File: config.mk
export PLATFORM = sky130hd
export DESIGN_NAME = tpg_top
export DESIGN_NICKNAME = d
export VERILOG_FILES = /design/src/include/tpg_pkg.sv /design/src/hw/tpg_port.sv /design/src/hw/tpg_top.sv
export VERILOG_INCLUDE_DIRS = /design/src /design/src/include
export SDC_FILE = /design/constraint.sdc
export NUM_CORES = 1
export LEC_CHECK = 0
export ABC_AREA = 1
export BUFFER_PORTS_ARGS = -buffer_cell sky130_fd_sc_hd__buf_2
export CAP_MARGIN = 20
export CORE_ASPECT_RATIO = 1.25
export CORE_MARGIN = 4
export CORE_UTILIZATION = 45
export DETAILED_ROUTE_END_ITERATION = 8
export GPL_TIMING_DRIVEN = 0
export PLACE_DENSITY = 0.75
export SLEW_MARGIN = 20
export SYNTH_ARGS = -nofsm -noshare
export SYNTH_HDL_FRONTEND = slang
export SYNTH_HIERARCHICAL = 1
export SYNTH_SLANG_ARGS = --single-unit
File: constraint.sdc
create_clock -name clk -period 1.2 [get_ports clk]
set_input_delay 0.18 -clock clk [delete_from_list [all_inputs] [get_ports clk]]
set_output_delay 0.18 -clock clk [all_outputs]
set_load 0.01 [all_outputs]
File: src/include/tpg_params.svh
// register map, reset values and field layout of the three-port gpio block
// assumes an 8-bit register bus with a 16-bit byte address
`ifndef TPG_PARAMS_SVH
`define TPG_PARAMS_SVH

// register offsets
`define TPG_ADDR_W 16
`define TPG_OFS_A_DRIVE 16'h7f96
`define TPG_OFS_B_DRIVE 16'h7f97
`define TPG_OFS_C_DRIVE 16'h7f98
`define TPG_OFS_A_LEVEL 16'h7f99
`define TPG_OFS_B_LEVEL 16'h7f9a
`define TPG_OFS_C_LEVEL 16'h7f9b
`define TPG_OFS_A_DIR 16'h7f9c
`define TPG_OFS_B_DIR 16'h7f9d
`define TPG_OFS_C_DIR 16'h7f9e

// field layout and reset values
`define TPG_PORT_W 8
`define TPG_RST_DRIVE 8'h00
`define TPG_RST_DIR 8'h00
`define TPG_RD_IDLE 8'h00

`endif

File: src/include/tpg_pkg.sv
// shared types of the three-port gpio block
// assumes nothing beyond a systemverilog compiler
package tpg_pkg;

  // one port's worth of bits
  typedef logic [7:0] tpg_byte_t;

  // decoded register selected by the bus address
  typedef enum logic [3:0] {
    TPG_SEL_NONE = 4'h0,
    TPG_SEL_A_DRIVE = 4'h1,
    TPG_SEL_B_DRIVE = 4'h2,
    TPG_SEL_C_DRIVE = 4'h3,
    TPG_SEL_A_LEVEL = 4'h4,
    TPG_SEL_B_LEVEL = 4'h5,
    TPG_SEL_C_LEVEL = 4'h6,
    TPG_SEL_A_DIR = 4'h7,
    TPG_SEL_B_DIR = 4'h8,
    TPG_SEL_C_DIR = 4'h9
  } tpg_sel_t;

endpackage

File: src/hw/tpg_port.sv
// one gpio port: pin synchroniser and per-bit tri-state gating
// assumes drive and direction bits come from flops on clk, alt select
// from configuration logic on clk, pins from outside the clock domain
`timescale 1ns/1ps
module tpg_port #(
  parameter int WIDTH = 8
) (
  // clock and reset
  input wire logic clk,
  input wire logic rst_n,
  // register file state and the alternate select
  input wire logic [WIDTH-1:0] drive_latch,
  input wire logic [WIDTH-1:0] drive_dir,
  input wire logic [WIDTH-1:0] alt_function_select,
  // pin side
  input wire logic [WIDTH-1:0] pin_in,
  output logic [WIDTH-1:0] pin_out,
  output logic [WIDTH-1:0] pin_oe,
  // synchronised pin level
  output logic [WIDTH-1:0] pin_level_sample
);

  // refuse widths that the byte-wide registers cannot carry
  if (WIDTH < 1 || WIDTH > 8) begin : g_bad_width
    $error("tpg_port width must be 1 to 8");
  end

  logic [WIDTH-1:0] meta_q; // first stage, read only by the second
  logic [WIDTH-1:0] sync_q; // second stage, safe to use

  // two-stage synchroniser, taken whatever drives the pin
  always_ff @(posedge clk or negedge rst_n) begin
    if (!rst_n) begin
      meta_q <= '0;
      sync_q <= '0;
    end else begin
      meta_q <= pin_in;
      sync_q <= meta_q;
    end
  end

  assign pin_level_sample = sync_q;

  // per-bit driver gating
  for (genvar i = 0; i < WIDTH; i++) begin : g_bit
    // latch value always presented; only the enable decides if it reaches the pad
    assign pin_out[i] = drive_latch[i];
    // driver on only for plain i/o with direction set
    assign pin_oe[i] = drive_dir[i] & ~alt_function_select[i];
  end

endmodule

File: src/hw/tpg_top.sv
// Operation
// drive pin when enabled and not alternate
// latch stores writes even when undriven
// level register reads actual pin level
// enable bit one makes pin output
// alternate select blocks general output drive
// select zero plain i/o, one alternate
// writes update state next clock edge
//
// three 8-bit gpio ports behind a byte-wide register port
// assumes a same-clock bus master with one-cycle strobes and
// alternate-function selects supplied by configuration logic on clk
`timescale 1ns/1ps
`include "tpg_params.svh"
module tpg_top #(
  parameter int PORT_W = `TPG_PORT_W
) (
  // clock and reset
  input wire logic clk,
  input wire logic rst_n,
  // register port
  input wire logic [`TPG_ADDR_W-1:0] addr,
  input wire logic [PORT_W-1:0] wr_data,
  input wire logic wr_en,
  input wire logic rd_en,
  output logic [PORT_W-1:0] rd_data,
  // alternate-function selects per pin
  input wire logic [PORT_W-1:0] alt_function_select_a,
  input wire logic [PORT_W-1:0] alt_function_select_b,
  input wire logic [PORT_W-1:0] alt_function_select_c,
  // port a pins
  input wire logic [PORT_W-1:0] pin_a_in,
  output logic [PORT_W-1:0] pin_a_out,
  output logic [PORT_W-1:0] pin_a_oe,
  // port b pins
  input wire logic [PORT_W-1:0] pin_b_in,
  output logic [PORT_W-1:0] pin_b_out,
  output logic [PORT_W-1:0] pin_b_oe,
  // port c pins
  input wire logic [PORT_W-1:0] pin_c_in,
  output logic [PORT_W-1:0] pin_c_out,
  output logic [PORT_W-1:0] pin_c_oe
);

  // registers are a byte wide, so the port width is fixed
  if (PORT_W != 8) begin : g_bad_port_w
    $error("tpg_top port width must be 8");
  end

  tpg_pkg::tpg_sel_t sel; // decoded address
  logic [PORT_W-1:0] drv_a_q; // port a drive latch
  logic [PORT_W-1:0] drv_b_q; // port b drive latch
  logic [PORT_W-1:0] drv_c_q; // port c drive latch
  logic [PORT_W-1:0] dir_a_q; // port a direction
  logic [PORT_W-1:0] dir_b_q; // port b direction
  logic [PORT_W-1:0] dir_c_q; // port c direction
  logic [PORT_W-1:0] lvl_a; // synchronised pin levels
  logic [PORT_W-1:0] lvl_b;
  logic [PORT_W-1:0] lvl_c;
  logic [PORT_W-1:0] rd_data_d; // read mux
  logic [PORT_W-1:0] rd_data_q; // read data, one cycle after strobe

  // address decode, full 16-bit match
  always_comb begin
    case (addr)
      `TPG_OFS_A_DRIVE: sel = tpg_pkg::TPG_SEL_A_DRIVE;
      `TPG_OFS_B_DRIVE: sel = tpg_pkg::TPG_SEL_B_DRIVE;
      `TPG_OFS_C_DRIVE: sel = tpg_pkg::TPG_SEL_C_DRIVE;
      `TPG_OFS_A_LEVEL: sel = tpg_pkg::TPG_SEL_A_LEVEL;
      `TPG_OFS_B_LEVEL: sel = tpg_pkg::TPG_SEL_B_LEVEL;
      `TPG_OFS_C_LEVEL: sel = tpg_pkg::TPG_SEL_C_LEVEL;
      `TPG_OFS_A_DIR: sel = tpg_pkg::TPG_SEL_A_DIR;
      `TPG_OFS_B_DIR: sel = tpg_pkg::TPG_SEL_B_DIR;
      `TPG_OFS_C_DIR: sel = tpg_pkg::TPG_SEL_C_DIR;
      default: sel = tpg_pkg::TPG_SEL_NONE; // unmapped
    endcase
  end

  // drive latches; stored regardless of direction so software can
  // preload a level before turning the driver on without a glitch
  always_ff @(posedge clk or negedge rst_n) begin
    if (!rst_n) begin
      drv_a_q <= `TPG_RST_DRIVE;
      drv_b_q <= `TPG_RST_DRIVE;
      drv_c_q <= `TPG_RST_DRIVE;
    end else if (wr_en) begin
      case (sel)
        tpg_pkg::TPG_SEL_A_DRIVE: drv_a_q <= wr_data;
        tpg_pkg::TPG_SEL_B_DRIVE: drv_b_q <= wr_data;
        tpg_pkg::TPG_SEL_C_DRIVE: drv_c_q <= wr_data;
        default: ; // level registers are read only
      endcase
    end
  end

  // direction registers; reset to input so nothing fights the board
  always_ff @(posedge clk or negedge rst_n) begin
    if (!rst_n) begin
      dir_a_q <= `TPG_RST_DIR;
      dir_b_q <= `TPG_RST_DIR;
      dir_c_q <= `TPG_RST_DIR;
    end else if (wr_en) begin
      case (sel)
        tpg_pkg::TPG_SEL_A_DIR: dir_a_q <= wr_data;
        tpg_pkg::TPG_SEL_B_DIR: dir_b_q <= wr_data;
        tpg_pkg::TPG_SEL_C_DIR: dir_c_q <= wr_data;
        default: ; // other offsets ignored
      endcase
    end
  end

  // read mux; unmapped addresses read as zero
  always_comb begin
    case (sel)
      tpg_pkg::TPG_SEL_A_DRIVE: rd_data_d = drv_a_q;
      tpg_pkg::TPG_SEL_B_DRIVE: rd_data_d = drv_b_q;
      tpg_pkg::TPG_SEL_C_DRIVE: rd_data_d = drv_c_q;
      tpg_pkg::TPG_SEL_A_LEVEL: rd_data_d = lvl_a;
      tpg_pkg::TPG_SEL_B_LEVEL: rd_data_d = lvl_b;
      tpg_pkg::TPG_SEL_C_LEVEL: rd_data_d = lvl_c;
      tpg_pkg::TPG_SEL_A_DIR: rd_data_d = dir_a_q;
      tpg_pkg::TPG_SEL_B_DIR: rd_data_d = dir_b_q;
      tpg_pkg::TPG_SEL_C_DIR: rd_data_d = dir_c_q;
      default: rd_data_d = `TPG_RD_IDLE;
    endcase
  end

  // read data stands only in the cycle after the strobe, zero otherwise
  always_ff @(posedge clk or negedge rst_n) begin
    if (!rst_n) begin
      rd_data_q <= `TPG_RD_IDLE;
    end else if (rd_en) begin
      rd_data_q <= rd_data_d;
    end else begin
      rd_data_q <= `TPG_RD_IDLE;
    end
  end

  assign rd_data = rd_data_q;

  // port a
  tpg_port #(.WIDTH(PORT_W)) u_port_a (
    .clk(clk),
    .rst_n(rst_n),
    .drive_latch(drv_a_q),
    .drive_dir(dir_a_q),
    .alt_function_select(alt_function_select_a),
    .pin_in(pin_a_in),
    .pin_out(pin_a_out),
    .pin_oe(pin_a_oe),
    .pin_level_sample(lvl_a)
  );

  // port b
  tpg_port #(.WIDTH(PORT_W)) u_port_b (
    .clk(clk),
    .rst_n(rst_n),
    .drive_latch(drv_b_q),
    .drive_dir(dir_b_q),
    .alt_function_select(alt_function_select_b),
    .pin_in(pin_b_in),
    .pin_out(pin_b_out),
    .pin_oe(pin_b_oe),
    .pin_level_sample(lvl_b)
  );

  // port c
  tpg_port #(.WIDTH(PORT_W)) u_port_c (
    .clk(clk),
    .rst_n(rst_n),
    .drive_latch(drv_c_q),
    .drive_dir(dir_c_q),
    .alt_function_select(alt_function_select_c),
    .pin_in(pin_c_in),
    .pin_out(pin_c_out),
    .pin_oe(pin_c_oe),
    .pin_level_sample(lvl_c)
  );
endmodule

==> impl_metrics.prom <==
# TYPE chip_impl_metric gauge
chip_impl_metric{name="largest_buffer_count_on_any_clock_path",unit=""} 2
chip_impl_info{name="grt_setup_unrepaired",value="yes"} 1
chip_impl_metric{name="detail_route.iter0.violations",unit=""} 236
chip_impl_metric{name="grt_antenna_before_repair",unit=""} 0
chip_impl_metric{name="die_width",unit="µm"} 99.4
chip_impl_metric{name="num-nets-final",unit=""} 807
chip_impl_metric{name="antenna_cells",unit=""} 0
chip_impl_info{name="post_synth_main_area_contributors",value="sky130_fd_sc_hd__dfrtp_1 55%, sky130_fd_sc_hd__nand2_1 9.2%, sky130_fd_sc_hd__inv_1 4.3%, sky130_fd_sc_hd__buf_4 4.2%, sky130_fd_sc_hd__nor2_2 3.5%"} 1
chip_impl_metric{name="dp.final_hpwl",unit="µm"} 8960
chip_impl_metric{name="gr-total-overflow",unit=""} 0
chip_impl_metric{name="tritoncts_buffer_count",unit=""} 9
chip_impl_info{name="failed_checks",value="setup timing"} 1
chip_impl_metric{name="p_per_area",unit="nW/µm²"} 974
chip_impl_metric{name="worst_ep_arrival_time",unit="ns"} 1.81
chip_impl_metric{name="fillCellCount",unit=""} 703
chip_impl_metric{name="post_drt_wl_per_cell",unit="µm"} 16.2
chip_impl_metric{name="worst-slew-pin-transition",unit="ns"} 0.469
chip_impl_metric{name="finalMaxSlewViolations",unit=""} 0
chip_impl_metric{name="seq_area_frac_synth",unit=""} 0.554
chip_impl_metric{name="synth_edf_count",unit=""} 0
chip_impl_info{name="tritoncts",value="done"} 1
chip_impl_metric{name="post_synth.cell_area_avg",unit="µm²"} 9.23
chip_impl_info{name="worst_setup_path_start_kind",value="primary input"} 1
chip_impl_metric{name="die-area",unit="µm²"} 12200
chip_impl_metric{name="critPathMaxFanout",unit=""} 7
chip_impl_info{name="yosys_most_used_dff",value="sky130_fd_sc_hd__dfrtp_1"} 1
chip_impl_metric{name="firstDrtPassIters",unit=""} 5
chip_impl_metric{name="drc",unit=""} 0
chip_impl_metric{name="port-buffer-count",unit=""} 131
chip_impl_metric{name="io_pins",unit=""} 132
chip_impl_metric{name="finalCritPeriodShare",unit=""} 1.34
chip_impl_info{name="synth.cells.most_frequent",value="115 x sky130_fd_sc_hd__nand2_1, 104 x sky130_fd_sc_hd__dfrtp_1, 54 x sky130_fd_sc_hd__inv_1"} 1
chip_impl_metric{name="starting_density",unit=""} 0.463
chip_impl_metric{name="floorplan.core_area",unit="µm²"} 10200
chip_impl_metric{name="ctsHtreeMaxLevel",unit=""} 3
chip_impl_info{name="synth_most_common_cell",value="sky130_fd_sc_hd__nand2_1"} 1
chip_impl_metric{name="gp_congestion",unit=""} 0.881
chip_impl_metric{name="grt_first_pass_wirelength",unit="µm"} 21100
chip_impl_metric{name="grt_max_degree",unit=""} 67
chip_impl_metric{name="synth_async_sr_flop_share",unit=""} 1.00
chip_impl_metric{name="synth.distinct_cells",unit=""} 34
chip_impl_info{name="endpoint_kind",value="register"} 1
chip_impl_info{name="clk_root_buffer_cell",value="sky130_fd_sc_hd__clkbuf_16"} 1
chip_impl_metric{name="floorplan.rows",unit=""} 41
chip_impl_metric{name="die_height",unit="µm"} 122
chip_impl_info{name="type_of_the_tightest_min_delay_check",value="in -> reg"} 1
chip_impl_metric{name="worst_ir_drop_vdd",unit="mV"} 0.927
chip_impl_metric{name="drt-vias-per-instance",unit=""} 4.99
chip_impl_metric{name="synthesis.nets",unit=""} 585
chip_impl_metric{name="synth.yosys.warnings",unit=""} 6
chip_impl_metric{name="final_hold_viol_count",unit=""} 0
chip_impl_metric{name="routed_wl",unit="µm"} 14000
chip_impl_metric{name="numClockSinks",unit=""} 104
chip_impl_metric{name="syn2layout_area_growth",unit="%"} 52.2
chip_impl_metric{name="grt_pass1_vias",unit=""} 4338
chip_impl_metric{name="wp_data_required",unit="ns"} 1.40
chip_impl_metric{name="drive_above_1_share",unit=""} 0.514
chip_impl_metric{name="netlist_area",unit="µm²"} 4700
chip_impl_metric{name="clock-skew-final",unit="ns"} 0.00747
chip_impl_metric{name="detailed_place.area",unit="µm²"} 5630
chip_impl_metric{name="setup-tns-final",unit="ns"} -13.22
chip_impl_metric{name="leakage",unit="nW"} 3.65
chip_impl_metric{name="worst_skew_pair.late_latency",unit="ns"} 0.34
chip_impl_metric{name="clock_pin_slew_worst_setup_and_hold_paths",unit="ns"} 0.07
chip_impl_metric{name="postRouteAntennaNets",unit=""} 0
chip_impl_info{name="timing_worst_setup_path_type",value="in -> reg"} 1
chip_impl_metric{name="post_synth_inst_count",unit=""} 509
chip_impl_metric{name="setup_viol",unit=""} 42
chip_impl_metric{name="fmaxAchievable",unit="MHz"} 621
chip_impl_metric{name="postLayoutSetupSlackWorst",unit="ns"} -0.411
chip_impl_metric{name="synth_top_area_share",unit=""} 0.554
chip_impl_metric{name="drv.max_cap_violation_count",unit=""} 0
chip_impl_metric{name="routed-via-count",unit=""} 4313
chip_impl_info{name="status",value="finished with violations"} 1
chip_impl_metric{name="synth-seq-cells",unit=""} 104
chip_impl_metric{name="layout_min_cycle_time",unit="ns"} 1.61
chip_impl_metric{name="grtUsageTotal",unit=""} 0.228
chip_impl_metric{name="postLayoutCellArea",unit="µm²"} 7150
chip_impl_info{name="synthDominantAreaCellType",value="sky130_fd_sc_hd__dfrtp_1"} 1
chip_impl_metric{name="worst_slew_margin_rel",unit=""} 0.687
## final timing paths
kind                                                   start                                     end  slack [ns]  cells after the start
worst max-delay path                                 addr[5]                    rd_data[6]$_DFF_PN0_       -0.41                     14
worst min-delay path                              wr_data[2]                  dir_a_q[2]$_DFFE_PN0P_        0.21                      3
worst max register to register        drv_a_q[7]$_DFFE_PN0P_                    rd_data[7]$_DFF_PN0_        0.01                      5
worst min register to register  u_port_b/meta_q[7]$_DFF_PN0_  u_port_b/pin_level_sample[7]$_DFF_PN0_        0.35                      0
max in group asynchronous                              rst_n                  drv_c_q[6]$_DFFE_PN0P_        0.26                      3
min in group asynchronous                              rst_n                    rd_data[4]$_DFF_PN0_        0.30                      2
## where the power goes
part | switching (W) | internal, W
sequential | 0.0000229 | 0.00359
combinational | 0.000250 | 0.000200
clock | 0.00128 | 0.00163
## kinds of logic after synthesis
logic type / count (synthesis) / synth area share
buffers and inverters: 100 / 0.106
AND/OR/NAND/NOR: 240 / 0.255
flip-flops: 104 / 0.554
AO/OA/AOI/OAI: 65 / 0.0852
## timing repair
| action | 4_1_cts | 5_1_grt |
|---|---|---|
| setup endpoints to repair | 76 | 91 |
| hold buffers | 25 | 0 |
| gates resized for setup | 80 | 64 |
| buffers inserted | 33 | 19 |
| hold endpoints to repair | 62 | 0 |
| gates cloned | 5 | 1 |
| pin swaps | 17 | 11 |
## layout by cell type (no fill, tap or decap), types with 3 or more instances in the layout
| cell type | instances |
|---|---|
| sky130_fd_sc_hd__a21boi_0 | 3 |
| sky130_fd_sc_hd__a21oi_2 | 3 |
| sky130_fd_sc_hd__buf_12 | 3 |
| sky130_fd_sc_hd__buf_2 | 109 |
| sky130_fd_sc_hd__buf_4 | 56 |
| sky130_fd_sc_hd__buf_6 | 48 |
| sky130_fd_sc_hd__clkbuf_16 | 10 |
| sky130_fd_sc_hd__dfrtp_1 | 104 |
| sky130_fd_sc_hd__dlygate4sd3_1 | 25 |
| sky130_fd_sc_hd__inv_1 | 41 |
| sky130_fd_sc_hd__inv_2 | 17 |
| sky130_fd_sc_hd__inv_6 | 4 |
| sky130_fd_sc_hd__nand2_1 | 90 |
| sky130_fd_sc_hd__nand2_2 | 24 |
| sky130_fd_sc_hd__nand2_4 | 11 |
| sky130_fd_sc_hd__nand3_1 | 16 |
| sky130_fd_sc_hd__nand3_2 | 9 |
| sky130_fd_sc_hd__nand3_4 | 5 |
| sky130_fd_sc_hd__nand4_1 | 14 |
| sky130_fd_sc_hd__nor2_1 | 17 |
| sky130_fd_sc_hd__nor2_2 | 35 |
| sky130_fd_sc_hd__nor2_4 | 10 |
| sky130_fd_sc_hd__o21ai_0 | 17 |
| sky130_fd_sc_hd__o21ai_1 | 20 |
| sky130_fd_sc_hd__o21ai_2 | 17 |
## worst max-delay path, cell delays in order
cell	delay, ns
sky130_fd_sc_hd__buf_6	0.12
sky130_fd_sc_hd__nor2_2	0.12
sky130_fd_sc_hd__nand2_2	0.13
sky130_fd_sc_hd__nor2_1	0.15
sky130_fd_sc_hd__nand3_2	0.12
sky130_fd_sc_hd__nand3_4	0.17
sky130_fd_sc_hd__nor2_4	0.06
sky130_fd_sc_hd__nor2_4	0.23
sky130_fd_sc_hd__nor2_4	0.08
sky130_fd_sc_hd__buf_6	0.15
sky130_fd_sc_hd__nand2_4	0.08
sky130_fd_sc_hd__nor2_1	0.05
sky130_fd_sc_hd__nor2_2	0.11
sky130_fd_sc_hd__a21oi_2	0.07
## per-stage QoR
stage               power [W]  hold WS [ns]  std cells  worst slack [ns]   util
CTS                   0.00703         0.199        847            -0.318  0.669
detailed placement    0.00401         0.106        770            -0.945  0.555
finish                0.00697         0.212        865            -0.411  0.704
global placement      0.00398         0.289        769             -1.04  0.551
floorplan             0.00375        -0.116        509            -0.408      -
global route          0.00723         0.212        865            -0.486  0.704
## metal layers
layer	part of all wire	GRT usage	wire length [µm]	vias up
li1	-	-	-	2030
met1	0.36	0.257	5110	2027
met2	0.53	0.404	7380	205
met3	0.056	0.0324	786	51
met4	0.053	0.141	744	0
met5	0	0	0	-
## area by class of cell
cell class	instances	area, µm²	share of cell area
plain buffers	32	304	0.0425
clock buffers	9	225	0.0315
clock inverters	7	76.3	0.0107
inverters	64	270	0.0378
multi-input cells	306	1900	0.265
flip-flops and latches	104	2600	0.364
well taps	129	161	0.0226
repair buffers	214	1620	0.226
Note: power is estimated with default switching activity, not from simulation.
